===== src/common/hsr_pkg.sv =====
`default_nettype none
package hsr_pkg;
	// ****************************************
	// Timing
	// ****************************************
	localparam int CLK_PERIOD_NS = 5; // 200 MHz reference clock
	localparam int HOST_RST_FILTER_NS = 40; // Least valid host reset low
	// Host reset low must last more than this many cycles
	localparam int HOST_RST_FILTER_CYC =
		(HOST_RST_FILTER_NS + CLK_PERIOD_NS - 1) / CLK_PERIOD_NS;
	localparam int RST_STRETCH_DEF_CYC = 1000; // Default stretch length

	// ****************************************
	// Synchroniser bit positions
	// ****************************************
	localparam int SYNC_W = 11;
	localparam int IDX_HOST_RST_N = 0;
	localparam int IDX_PWR_REQ = 1;
	localparam int IDX_CHOICE = 2;
	localparam int IDX_INS_A_N = 3;
	localparam int IDX_INS_B_N = 4;
	localparam int IDX_BRK_LO = 5;
	localparam int IDX_BRK_HI = 6;
	localparam int IDX_HOST_LO_MON = 7;
	localparam int IDX_MAIN_MON = 8;
	localparam int IDX_CARD_LO_MON = 9;
	localparam int IDX_CARD_HI_MON = 10;

	// ****************************************
	// Register map
	// ****************************************
	localparam logic [3:0] OFS_CTRL = 4'h0; // Control, read/write
	localparam logic [3:0] OFS_STATUS = 4'h4; // Live status, read only
	localparam logic [3:0] OFS_STRAP = 4'h8; // Captured straps, read only
	localparam int CTRL_SOFT_RST_BIT = 0; // Forces local resets
	localparam logic CTRL_SOFT_RST_RST = 1'b0;
	localparam int ST_GATE_BIT = 0;
	localparam int ST_FAULT_BIT = 1;
	localparam int ST_PGOOD_BIT = 2;
	localparam int ST_SVALID_BIT = 3;
	localparam int ST_RESET_BIT = 4;
	localparam int ST_INPUTS_LSB = 5; // Five synced host inputs, then low-rail breaker
	localparam int ST_HOST_BAD_BIT = 11;
	localparam int ST_CARD_BAD_BIT = 12;
	localparam int ST_PINS_LSB = 16; // Six open-drain pin levels
	localparam logic [1:0] RESP_OKAY = 2'h0;
	localparam logic [1:0] RESP_SLVERR = 2'h2;
endpackage
`default_nettype wire


===== src/core/hsr_sequencer.sv =====
// The AXI4-Lite slave port and the register addresses were left to the implementer.
`default_nettype none
// Overview of operation
// - Host reset low over 40ns starts sequence
// - Resets held stretch interval, longer if low
// - Power request low: gates off, resets on
// - Trip latched until power request low-high
// - Either breaker comparator means over-current
// - Over-current drops both gates, reports fault
// - Fault flag low while over-current latched
// - Fault clears with gate re-enable edge
// - Card monitor low: no good, no valid, reset
// - Host low rail bad: no valid, gates, reset
// - Static choice picks monitored host supply
// - Main bad with choice low: all down
// - Both insertion inputs low before power on
// - Driver status flag follows gate drivers
// - Power good only with card monitors ok
// - Local reset on card low or host reset
// - High reset is inverse of low reset
// - Signal valid needs card ok and timer done
// - Two straps form memory address field
// - Power-up: resets on, gates off, no good
module hsr_sequencer import hsr_pkg::*; #(
	parameter int STRETCH_CYCLES = RST_STRETCH_DEF_CYC
) (
	// Clock and reset
	input wire logic ref_clk,
	input wire logic rst,
	// Host backplane inputs
	input wire logic hostResetN,
	input wire logic hostPowerRequest,
	input wire logic hostSupplyChoice,
	input wire logic insertionDetectAN,
	input wire logic insertionDetectBN,
	// Comparator inputs, high means tripped or above level
	input wire logic breakerSenseLowRail,
	input wire logic breakerSenseHighRail,
	input wire logic hostLowRailMonitor,
	input wire logic mainSupplyMonitor,
	input wire logic cardLowRailMonitor,
	input wire logic cardHighRailMonitor,
	// Memory address straps
	input wire logic memAddrStrap1,
	input wire logic memAddrStrap2,
	input wire logic memAddrStrapUnused,
	output logic [1:0] memAddrField,
	// Gate controls
	output logic gateCtrlLowRail,
	output logic gateCtrlHighRail,
	// Open-drain driver status
	input wire logic gateDriverStatusNIn,
	output logic gateDriverStatusNOut,
	output logic gateDriverStatusNOe,
	// Open-drain power good
	input wire logic cardPowerGoodNIn,
	output logic cardPowerGoodNOut,
	output logic cardPowerGoodNOe,
	// Open-drain signal valid
	input wire logic cardSignalValidNIn,
	output logic cardSignalValidNOut,
	output logic cardSignalValidNOe,
	// Open-drain fault flag
	input wire logic faultNIn,
	output logic faultNOut,
	output logic faultNOe,
	// Open-drain local resets, low and high active
	input wire logic localResetNIn,
	output logic localResetNOut,
	output logic localResetNOe,
	input wire logic localResetIn,
	output logic localResetOut,
	output logic localResetOe,
	// AXI4-Lite write channels
	input wire logic awvalid,
	output logic awready,
	input wire logic [31:0] awaddr,
	input wire logic wvalid,
	output logic wready,
	input wire logic [31:0] wdata,
	input wire logic [3:0] wstrb,
	output logic bvalid,
	input wire logic bready,
	output logic [1:0] bresp,
	// AXI4-Lite read channels
	input wire logic arvalid,
	output logic arready,
	input wire logic [31:0] araddr,
	output logic rvalid,
	input wire logic rready,
	output logic [31:0] rdata,
	output logic [1:0] rresp
);
	localparam int STRETCH_W = $clog2(STRETCH_CYCLES + 1);
	localparam int LOW_CNT_W = $clog2(HOST_RST_FILTER_CYC + 2);
	localparam logic [LOW_CNT_W-1:0] LOW_CNT_END =
		LOW_CNT_W'(HOST_RST_FILTER_CYC);

	// ****************************************
	// Input synchronisers
	// ****************************************
	logic [SYNC_W-1:0] syncRaw; // Gathered raw inputs
	logic [SYNC_W-1:0] sync1_q; // First stage, read only by second
	logic [SYNC_W-1:0] sync2_q; // Stable copy used by the logic

	assign syncRaw = {cardHighRailMonitor, cardLowRailMonitor,
		mainSupplyMonitor, hostLowRailMonitor, breakerSenseHighRail,
		breakerSenseLowRail, insertionDetectBN, insertionDetectAN,
		hostSupplyChoice, hostPowerRequest, hostResetN};

	// Two flops per input, both reset to zero
	always_ff @(posedge ref_clk) begin
		if (rst) begin
			sync1_q <= '0;
			sync2_q <= '0;
		end else begin
			sync1_q <= syncRaw;
			sync2_q <= sync1_q;
		end
	end

	// ****************************************
	// Decoded conditions
	// ****************************************
	logic hostRstLow; // Synced host reset is low
	logic pwrReq; // Host asks for power
	logic cardOk; // Both card rails above trip
	logic mainBad; // Main supply low in 5V mode
	logic hostBad; // Monitored host supply low
	logic trip; // Any breaker tripped
	logic insDone; // Board fully inserted

	assign hostRstLow = ~sync2_q[IDX_HOST_RST_N];
	assign pwrReq = sync2_q[IDX_PWR_REQ];
	assign cardOk = sync2_q[IDX_CARD_LO_MON] & sync2_q[IDX_CARD_HI_MON];
	// Choice low watches the main supply as well
	assign mainBad = ~sync2_q[IDX_CHOICE] & ~sync2_q[IDX_MAIN_MON];
	assign hostBad = ~sync2_q[IDX_HOST_LO_MON] | mainBad;
	assign trip = sync2_q[IDX_BRK_LO] | sync2_q[IDX_BRK_HI];
	assign insDone = ~sync2_q[IDX_INS_A_N] & ~sync2_q[IDX_INS_B_N];

	// ****************************************
	// Host reset filter
	// ****************************************
	logic [LOW_CNT_W-1:0] lowCnt_q; // Consecutive low samples
	logic armed_q; // High seen since last start
	logic rstStart; // Filtered start pulse

	// Count low samples, saturating past the end
	always_ff @(posedge ref_clk) begin
		if (rst || !hostRstLow) begin
			lowCnt_q <= '0;
		end else if (lowCnt_q <= LOW_CNT_END) begin
			lowCnt_q <= lowCnt_q + LOW_CNT_W'(1);
		end
	end

	// Arm on high so only a falling edge starts
	always_ff @(posedge ref_clk) begin
		if (rst) begin
			armed_q <= 1'b0;
		end else if (!hostRstLow) begin
			armed_q <= 1'b1;
		end else if (rstStart) begin
			armed_q <= 1'b0;
		end
	end

	// Start on the sample that passes the filter time
	assign rstStart = hostRstLow & armed_q & (lowCnt_q == LOW_CNT_END);

	// ****************************************
	// Reset stretch and hold
	// ****************************************
	logic ctrlSoftRst_q; // Software forced reset
	logic otherCause; // Level causes of local reset
	logic [STRETCH_W-1:0] stretchCnt_q; // Remaining stretch
	logic seqHold_q; // Sequence running, host still low
	logic resetActive_d; // Next local reset level

	assign otherCause = ~pwrReq | ~cardOk | hostBad | ctrlSoftRst_q;

	// Reload on start and level causes, count down once those are gone
	always_ff @(posedge ref_clk) begin
		if (rst) begin
			stretchCnt_q <= STRETCH_W'(STRETCH_CYCLES);
		end else if (rstStart || otherCause) begin
			stretchCnt_q <= STRETCH_W'(STRETCH_CYCLES);
		end else if (stretchCnt_q != '0) begin
			stretchCnt_q <= stretchCnt_q - STRETCH_W'(1);
		end
	end

	// Keep the sequence alive while the host holds it low
	always_ff @(posedge ref_clk) begin
		if (rst) begin
			seqHold_q <= 1'b0;
		end else if (rstStart) begin
			seqHold_q <= 1'b1;
		end else if (!hostRstLow) begin
			seqHold_q <= 1'b0;
		end
	end

	assign resetActive_d = otherCause | rstStart | (stretchCnt_q != '0) |
		(seqHold_q & hostRstLow);

	// ****************************************
	// Over-current latch
	// ****************************************
	logic ocLatch_q; // Latched over-current
	logic ocLatch_d;
	logic pwrLowSeen_q; // Request went low since the trip
	logic gateAllowed; // All gate conditions met

	// Trip sets; a low-high request cycle clears; set wins
	always_comb begin
		ocLatch_d = ocLatch_q;
		if (trip) begin
			ocLatch_d = 1'b1;
		end else if (ocLatch_q && pwrLowSeen_q && pwrReq) begin
			ocLatch_d = 1'b0;
		end
	end

	// Latch state and the seen-low marker
	always_ff @(posedge ref_clk) begin
		if (rst) begin
			ocLatch_q <= 1'b0;
			pwrLowSeen_q <= 1'b0;
		end else begin
			ocLatch_q <= ocLatch_d;
			pwrLowSeen_q <= ocLatch_d & (pwrLowSeen_q | ~pwrReq);
		end
	end

	assign gateAllowed = insDone & pwrReq & ~ocLatch_d & ~hostBad;

	// ****************************************
	// Output flops
	// ****************************************
	logic gateOn_q; // Both gate drivers on
	logic resetOn_q; // Local resets asserted
	logic pgood_q; // Card power good
	logic svalid_q; // Card signals valid

	// Fault and gate share one edge so they change together
	always_ff @(posedge ref_clk) begin
		if (rst) begin
			gateOn_q <= 1'b0;
			resetOn_q <= 1'b1;
			pgood_q <= 1'b0;
			svalid_q <= 1'b0;
		end else begin
			gateOn_q <= gateAllowed;
			resetOn_q <= resetActive_d;
			pgood_q <= cardOk & ~mainBad;
			svalid_q <= cardOk & ~hostBad & ~resetActive_d;
		end
	end

	// Gate and flag pins
	assign gateCtrlLowRail = gateOn_q;
	assign gateCtrlHighRail = gateOn_q;
	assign gateDriverStatusNOut = 1'b0;
	assign gateDriverStatusNOe = gateOn_q;
	assign cardPowerGoodNOut = 1'b0;
	assign cardPowerGoodNOe = pgood_q;
	assign cardSignalValidNOut = 1'b0;
	assign cardSignalValidNOe = svalid_q;
	assign faultNOut = 1'b0;
	assign faultNOe = ocLatch_q;
	// Both resets from one flop so they never skew
	assign localResetNOut = 1'b0;
	assign localResetNOe = resetOn_q;
	assign localResetOut = 1'b1;
	assign localResetOe = resetOn_q;

	// ****************************************
	// Strap capture
	// ****************************************
	logic strapDone_q; // Straps taken after release
	logic [1:0] strapField_q;
	logic strapSpare_q; // Level of the ignored strap

	// Caught once on the first edge after reset release
	always_ff @(posedge ref_clk) begin
		if (rst) begin
			strapDone_q <= 1'b0;
			strapField_q <= 2'h0;
			strapSpare_q <= 1'b0;
		end else if (!strapDone_q) begin
			strapDone_q <= 1'b1;
			strapField_q <= {memAddrStrap2, memAddrStrap1};
			strapSpare_q <= memAddrStrapUnused;
		end
	end

	assign memAddrField = strapField_q;

	// ****************************************
	// AXI4-Lite slave
	// ****************************************
	logic awHeld_q; // Write address taken
	logic wHeld_q; // Write data taken
	logic [3:0] awOfs_q;
	logic awMap_q; // Address inside the window
	logic [31:0] wData_q;
	logic [3:0] wStrb_q;
	logic bvalid_q;
	logic [1:0] bresp_q;
	logic rvalid_q;
	logic [31:0] rdata_q;
	logic [1:0] rresp_q;
	logic doWrite;
	logic [31:0] statusWord;

	// Word-aligned offset check shared by both paths
	function automatic logic inMap(input logic [31:0] a);
		inMap = (a[31:4] == 28'h0000000) && (a[1:0] == 2'h0) &&
			(a[3:0] != 4'hC);
	endfunction

	assign awready = ~awHeld_q & ~bvalid_q;
	assign wready = ~wHeld_q & ~bvalid_q;
	assign doWrite = awHeld_q & wHeld_q & ~bvalid_q;
	assign bvalid = bvalid_q;
	assign bresp = bresp_q;
	assign arready = ~rvalid_q;
	assign rvalid = rvalid_q;
	assign rdata = rdata_q;
	assign rresp = rresp_q;

	// Take address and data in either order
	always_ff @(posedge ref_clk) begin
		if (rst) begin
			awHeld_q <= 1'b0;
			wHeld_q <= 1'b0;
			awOfs_q <= 4'h0;
			awMap_q <= 1'b0;
			wData_q <= 32'h00000000;
			wStrb_q <= 4'h0;
		end else begin
			if (awvalid && awready) begin
				awHeld_q <= 1'b1;
				awOfs_q <= awaddr[3:0];
				awMap_q <= inMap(awaddr);
			end else if (doWrite) begin
				awHeld_q <= 1'b0;
			end
			if (wvalid && wready) begin
				wHeld_q <= 1'b1;
				wData_q <= wdata;
				wStrb_q <= wstrb;
			end else if (doWrite) begin
				wHeld_q <= 1'b0;
			end
		end
	end

	// Commit the write and raise the response
	always_ff @(posedge ref_clk) begin
		if (rst) begin
			ctrlSoftRst_q <= CTRL_SOFT_RST_RST;
			bvalid_q <= 1'b0;
			bresp_q <= RESP_OKAY;
		end else if (doWrite) begin
			bvalid_q <= 1'b1;
			bresp_q <= awMap_q ? RESP_OKAY : RESP_SLVERR;
			// Only the control word is writable
			if (awOfs_q == OFS_CTRL && wStrb_q[0]) begin
				ctrlSoftRst_q <= wData_q[CTRL_SOFT_RST_BIT];
			end
		end else if (bvalid_q && bready) begin
			bvalid_q <= 1'b0;
		end
	end

	// Live status word
	always_comb begin
		statusWord = 32'h00000000;
		statusWord[ST_GATE_BIT] = gateOn_q;
		statusWord[ST_FAULT_BIT] = ocLatch_q;
		statusWord[ST_PGOOD_BIT] = pgood_q;
		statusWord[ST_SVALID_BIT] = svalid_q;
		statusWord[ST_RESET_BIT] = resetOn_q;
		statusWord[ST_INPUTS_LSB +: 6] = sync2_q[5:0];
		statusWord[ST_HOST_BAD_BIT] = hostBad;
		statusWord[ST_CARD_BAD_BIT] = ~cardOk;
		statusWord[ST_PINS_LSB +: 6] = {localResetIn, localResetNIn,
			faultNIn, cardSignalValidNIn, cardPowerGoodNIn,
			gateDriverStatusNIn};
	end

	// Read answer one cycle after the address is taken
	always_ff @(posedge ref_clk) begin
		if (rst) begin
			rvalid_q <= 1'b0;
			rdata_q <= 32'h00000000;
			rresp_q <= RESP_OKAY;
		end else if (arvalid && arready) begin
			rvalid_q <= 1'b1;
			rresp_q <= inMap(araddr) ? RESP_OKAY : RESP_SLVERR;
			case (araddr[3:0])
				OFS_CTRL: begin
					rdata_q <= {31'h00000000, ctrlSoftRst_q};
				end
				OFS_STATUS: begin
					rdata_q <= statusWord;
				end
				OFS_STRAP: begin
					rdata_q <= {29'h00000000, strapSpare_q, strapField_q};
				end
				default: begin
					rdata_q <= 32'h00000000;
				end
			endcase
			if (!inMap(araddr)) begin
				rdata_q <= 32'h00000000;
			end
		end else if (rvalid_q && rready) begin
			rvalid_q <= 1'b0;
		end
	end
endmodule
`default_nettype wire


===== config.mk =====
export PLATFORM = sky130hd
export DESIGN_NAME = hsr_sequencer
export DESIGN_NICKNAME = d
export VERILOG_FILES = /design/src/common/hsr_pkg.sv /design/src/core/hsr_sequencer.sv
export SDC_FILE = /design/constraint.sdc
export NUM_CORES = 1
export LEC_CHECK = 0
export BUFFER_PORTS_ARGS = -buffer_cell sky130_fd_sc_hd__buf_2
export CAP_MARGIN = 40
export CORE_MARGIN = 2
export CORE_UTILIZATION = 49
export CTS_BUF_LIST = sky130_fd_sc_hd__clkbuf_8
export CTS_CLUSTER_DIAMETER = 50
export DETAILED_ROUTE_END_ITERATION = 12
export GPL_TIMING_DRIVEN = 0
export PLACE_DENSITY_LB_ADDON = 0.3
export RECOVER_POWER = 25
export REMOVE_ABC_BUFFERS = 1
export SLEW_MARGIN = 40
export SYNTH_ARGS = -nofsm -noshare
export SYNTH_HDL_FRONTEND = slang
export SYNTH_SLANG_ARGS = --single-unit

===== constraint.sdc =====
create_clock -name ref_clk -period 5.1 [get_ports ref_clk]
set_input_delay 0.51 -clock ref_clk [delete_from_list [all_inputs] [get_ports ref_clk]]
set_output_delay 0.51 -clock ref_clk [all_outputs]
set_load 0.05 [all_outputs]

==> results of run 1 <==
[stage by stage]
stage | std cells | hold WS [ps]
after floorplan | 318 | 414
after global placement | 523 | 419
after detailed placement | 524 | 420
after CTS | 540 | 353
after global routing | 540 | 361
final | 540 | 369
[cell usage after synthesis (2+ instances only)]
library cell and number:
a22o_2 10, nor4_1 15, nand2_1 21, a22o_1 6, nor2_1 26, mux2i_1 11, nand3_1 10, nand4_1 4
buf_4 24, xnor2_1 3, a22oi_1 2, inv_1 8, nor2b_1 27, conb_1 2, a31oi_1 3, a211o_1 2
o21ai_0 7, a21oi_1 14, or3_1 2, nor3_1 10, dfxtp_1 81, a211oi_1 3, buf_1 2, o31ai_1 3
ha_1 3, nand2b_1 5, and3_1 2, clkbuf_1 5
[flip-flops by register name, summed over array words and instances (netlist names), 2 cells and up]
signal,cells
sync2_q,11
stretchCnt_q,10
lowCnt_q,4
memAddrField,2
awOfs_q,4
rdata,19
sync1_q,11
[per-layer routing]
| layer | vias to the layer above | wire (um) |
|---|---|---|
| met4 | 0 | 133 |
| met3 | 13 | 286 |
| met2 | 63 | 3180 |
| met1 | 1189 | 2970 |
| met5 | - | 0 |
| li1 | 1377 | - |
[where the power goes]
| group | total (uW) | switching (uW) | internal, uW | leakage, uW |
|---|---|---|---|---|
| Sequential | 665 | 12.2 | 652 | 0.000662 |
| Clock | 519 | 219 | 301 | 0.000115 |
| Combinational | 150 | 98.0 | 52.3 | 0.00107 |
[worst max-delay path by stage]
stage	cells after the start	slack, ps	endpoint
2_1_floorplan	4	2980	awMap_q
3_5_place_dp	5	2490	stretchCnt_q[5]
5_1_grt	5	2010	stretchCnt_q[5]
6_report	5	2290	stretchCnt_q[5]
4_1_cts	5	2870	stretchCnt_q[5]
3_3_place_gp	4	2450	rdata[18]
[layout make-up]
class	count	area share, %
repair buffers	129	16.1
inverters	8	0.742
clock buffers	11	3.74
well taps	77	2.38
flip-flops and latches	81	40.1
multi-input cells	229	35.1
clock inverters	5	1.92
[cells in the final DEF, fill, tap and decap left out, drive strengths merged, types with 3 or more instances in the layout]
cell    netlist  routed
buf          27     128
dfxtp        81      81
nor2b        27      27
nor2         26      26
nand2        21      21
conb          2      21
nor4         16      16
a22o         16      16
a21oi        14      14
clkbuf        5      12
mux2i        11      11
nor3         11      11
nand3        10      10
inv           8       8
o21ai         7       7
nand2b        6       6
nand4         4       4
a211oi        3       3
o31ai         3       3
xnor2         3       3
a31oi         3       3
ha            3       3
[cells by family after synthesis]
group	after synthesis	share of synthesized area, %
adder cells (fa/ha/maj)	3	1.17
multiplexers	11	3.43
AND/OR/NAND/NOR	137	24.2
other	2	0.234
buffers and inverters	40	7.72
flip-flops	81	50.5
XOR/XNOR	3	0.819
AO/OA/AOI/OAI	54	12.0
[worst reg2reg max path: cells and delay by family (launching register included)]
kind	cells	cell delay [ps]
buf+inv	1	90
flops	1	330
simple gates	3	1050
fa+ha+maj	1	180
compound gates	1	220
==> results.yml, run 1 <==
run_status:
  outcome: "complete, but fails checks"
  violations: "capacitance limit, slew limit"
worst_setup_path:
  crit_required_ps: 5330
  crit_path_max_fanout: 50
  worstSetupStartpointType: "primary input"
  rr_worst_depth: 6
  path_cells: "clkbuf_1, o21bai_1, nor4_2, o21ai_0, or3_1"
  critPathCaptureType: "register"
  worst_ep_arrival_time_ps: 3040
  cpMaxStageDelayCell: "clkbuf_1"
  reg2reg_to: "stretchCnt_q[5]"
  path_class: "in -> reg"
  cp-startpoint: "rst"
  critPathTopFamily: "compound AO/OA/AOI/OAI gates"
  regToRegSetupSlack_ps: 3120
  r2r_start: "stretchCnt_q[0]"
  worst-path-buf-inv: 1
  worst_path_largest_cell_delay_ps: 730
global_routing:
  grt_max_degree: 51
  grt_antenna_before_repair: 0
  busiest_layer: "met2"
  track_usage_pct: 19.0
  grt_pass1_wl_um: 11100
  gr-total-overflow: 0
  grt_use_met1_pct: 23.6
  grt_use_met3_pct: 4.47
  met2_usage_pct: 31.7
  grt_pass1_vias: 2520
drt:
  drc: 0
  ant_nets: 0
  firstDrtPassIters: 4
  drt_iter0_markers: 79
  vias_per_cell: 4.89
  drt_wl_total_um: 6570
  post_drt_wl_per_cell_um: 12.2
  dr_total_vias: 2642
min_path:
  hold_class: "in -> reg"
  min_to: "sync1_q[8]"
  hp-start: "mainSupplyMonitor"
  hold_path_depth: 2
logic_synthesis:
  async_reset_ff_share_pct: 0
  synth.area.top_cells: "dfxtp_1 (51%), buf_4 (5.6%), nor2b_1 (5.3%)"
  synth_edf_count: 0
  yosysTopAreaCellShare_pct: 50.5
  syn_avg_cell_area_um2: 9.70
  synth.distinct_cells: 48
  seq_area_frac_synth_pct: 50.5
  postSynthCellCount: 331
  ys_ff_latch: 81
  synth_area_leader_cell: "dfxtp_1"
  synth_area_um2: 3210
  yosys_warnings: 0
  synthFlopType: "dfxtp_1"
clock_tree:
  post_cts_buffers: 0
  clock_path_buffers: 2
  cts_resized: 0
  cts_hold_repair.buffers: 0
  ctsRootBufferMaster: "clkbuf_8"
  cts_tree: "done"
  clock_latency_ps: 350
  clk_pin_slew_ps: 80
  clkSinkCount: 81
  htreeDepth: 3
  cts_made_buffers: 9
sta:
  rsz0062_at_grt: "no"
  layout_setup_ws_ps: 2290
  hold_violations: 0
  finalSetupViolCount: 0
  relSlewSlack_pct: -33.9
  tightest_slew_ps: 2010
  max_freq_ghz: 0.356
  period_share_pct: 55.1
  fin_crit_ps: 2810
  drv_slew: 51
  setup_tns_ps: 0
  fin_skew_ps: 10.2
layout:
  seq_area_um2: 1620
  post-route-util_pct: 63.7
  n_antenna_cell: 0
  multi_input_area_um2: 1420
  layout-drive-gt1-share_pct: 35.4
  finalInstanceArea_um2: 4050
  area.growth.synth_to_final_pct: 26.1
  fillers: 550
  num-nets-final: 588
die:
  start_util_pct: 50.6
  core_area_um2: 6350
  dieWidth_um: 84.9
  die-area_um2: 7220
  rows: 29
  die_y_um: 84.9
  num_io_pins: 184
place:
  gp_congestion: 0.812
  post-dp-hpwl_um: 4940
  placed_area_um2: 3810
  numPortBuffers: 128
  pre_cts_slack_ps: 2490
power:
  leakagePower_uw: 0.00185
  power_uw: 1330
  p_per_area_nw_per_um2: 330
  vdd.ir_drop.worst_mv: 0.230
run:
  drv_cap: 1
Power figures use the tool's default switching activity.
==> inputs of run 2 (changes only) <==
Settings changed: CORE_UTILIZATION 49 to 41.
Clock period 5.1 ns to 2.36 ns, I/O delays scaled along.
==> run 2 against run 1 <==
The flow now finishes without violations. Flip-flop and latch count unchanged. Critical path depth up 1. Non-clock buffer count unchanged. Register-to-register slack worse by 2800 ps. Clock skew down 0.95 ps. Global-route usage down 2.9 points. Via count down 0.15%. Hold slack worse by 260 ps. Power up 100%. Die area up 19%. Sequential power up 120%. Highest routed layer unchanged.
==> results.yml, run 2 (synthesized netlist as in run 1, its figures left out) <==
run_status:
  outcome: "finished, final reports clean"
layout:
  fillers: 710
  largest_reg_flops: 19
  layout-drive-gt1-share_pct: 35.3
  n_antenna_cell: 0
  num-nets-final: 588
  final_cell_mix: "buf_2 (127), dfxtp_1 (81), nor2b_1 (27)"
  area.growth.synth_to_final_pct: 26.0
  final_common_cell: "buf_2"
  finalNonFillerCells: 564
worst_setup_path:
  cp-startpoint: "stretchCnt_q[0]"
  path_class: "reg -> reg"
  r2r_start: "stretchCnt_q[0]"
  worstSetupStartpointType: "register"
  worst_ep_arrival_time_ps: 2220
  crit_required_ps: 2590
  crit_path_max_fanout: 9
  critPathCaptureType: "register"
global_routing:
  grt_pass1_wl_um: 11000
  grt_pass1_vias: 2401
  track_usage_pct: 16.1
  gr-total-overflow: 0
  grt_max_degree: 51
  grt_antenna_before_repair: 0
place:
  numPortBuffers: 128
  gp_congestion: 0.780
  post-dp-hpwl_um: 5120
  dp_cells: 549
sta:
  hold_violations: 0
  relSlewSlack_pct: 50.0
  period_share_pct: 84.4
  tightest_slew_ps: 742
  finalSetupViolCount: 0
  rsz0062_at_grt: "no"
  max_freq_ghz: 0.502
  fin_crit_ps: 1990
  drv_slew: 0
  setup_tns_ps: 0
  fin_skew_ps: 9.30
clock_tree:
  clock_latency_ps: 340
  ctsRootBufferMaster: "clkbuf_8"
  cts_made_buffers: 9
  clock_path_buffers: 2
  cts_resized: 0
  cts_hold_repair.buffers: 0
  cts_tree: "done"
  htreeDepth: 3
  post_cts_buffers: 0
  clk_pin_slew_ps: 80
  clkSinkCount: 81
run:
  drv_cap: 0
power:
  p_seq_share_pct: 52.5
  combPwrFrac_pct: 11.9
  p_per_area_nw_per_um2: 676
  switching_share_pct: 24.8
  clkPwrFrac_pct: 35.6
  internal_power_uw: 2060
  switching_power_uw: 679
  power_uw: 2740
  vdd.ir_drop.worst_mv: 0.431
  leakagePower_uw: 0.00184
drt:
  drt_iter0_markers: 71
  wl_met2_um: 3250
  post_drt_wl_per_cell_um: 11.9
  firstDrtPassIters: 4
  routed-wl-met3_um: 343
  routed.top_layer: "met4"
  drc: 0
  vias_per_cell: 4.68
  drt_wl_total_um: 6690
  dr_total_vias: 2638
  ant_nets: 0
  met1_length_um: 2930
die:
  dieWidth_um: 92.5
  die_y_um: 92.5
  rows: 32
  die-area_um2: 8550
  core_area_um2: 7650
  num_io_pins: 184
  start_util_pct: 42.0
min_path:
  hold_class: "in -> reg"
  hp-start: "hostResetN"
## run 2: changes by cell type in the layout (fill, tap and decap cells not counted)
| cell | before | now |
|---|---|---|
| buf_4 | 0 | 2 |
| inv_1 | 8 | 9 |
| clkbuf_1 | 1 | 0 |
| bufinv_16 | 2 | 1 |
| buf_6 | 1 | 0 |
| clkinvlp_4 | 1 | 0 |
## run 2: path summary, 6_finish.rpt
path	endpoint	slack, ps	cells after the start
worst min-delay path	sync1_q[0]	110	2
worst min register to register	sync2_q[9]	430	1
worst max register to register	stretchCnt_q[5]	370	6
worst max-delay path	stretchCnt_q[5]	370	6
## run 2: critical path: stages (launching register included)
cell and delay, ps:
dfxtp_1 330, inv_1 90, ha_1 180, nor3b_2 510, a31oi_1 230, and3b_1 230
or3_1 320
## run 2: area by class of cell
type | count | area, um^2 | area share, %
clock buffer | 11 | 151 | 3.74
clock inverter | 4 | 43.8 | 1.08
inverter | 8 | 30.0 | 0.742
multi-input combinational | 229 | 1420 | 35.1
sequential | 81 | 1620 | 40.1
tap | 102 | 128 | 3.15
timing repair buffer | 129 | 651 | 16.1
## run 2: metrics by stage
stage / area [um^2] / worst slack (ps) / hold slack [ps] / utilization [%]
final: 4050 / 367 / 106 / 52.9
after detailed placement: 3840 / 63.9 / 420 / 50.2
after CTS: 4040 / 388 / 86.2 / 52.8
after floorplan: 3060 / 242 / 305 / -
after global placement: 3830 / -20.8 / 421 / 50.1
after global routing: 4050 / 213 / 85.4 / 52.9
## run 2: metal layers
layer / vias to the layer above / global-route usage (%)
li1: 1368 / -
met1: 1188 / 19.0
met2: 70 / 26.8
met3: 12 / 5.04
met4: 0 / 6.97
met5: - / 0
## run 2: power by group through the flow
stage	logic (uW)	registers [uW]	clock network, uW
2_1_floorplan	178	1490	0
3_3_place_gp	318	1470	0
3_5_place_dp	323	1470	0
4_1_cts	324	1440	1010
5_1_grt	352	1440	1060
6_report	325	1440	974
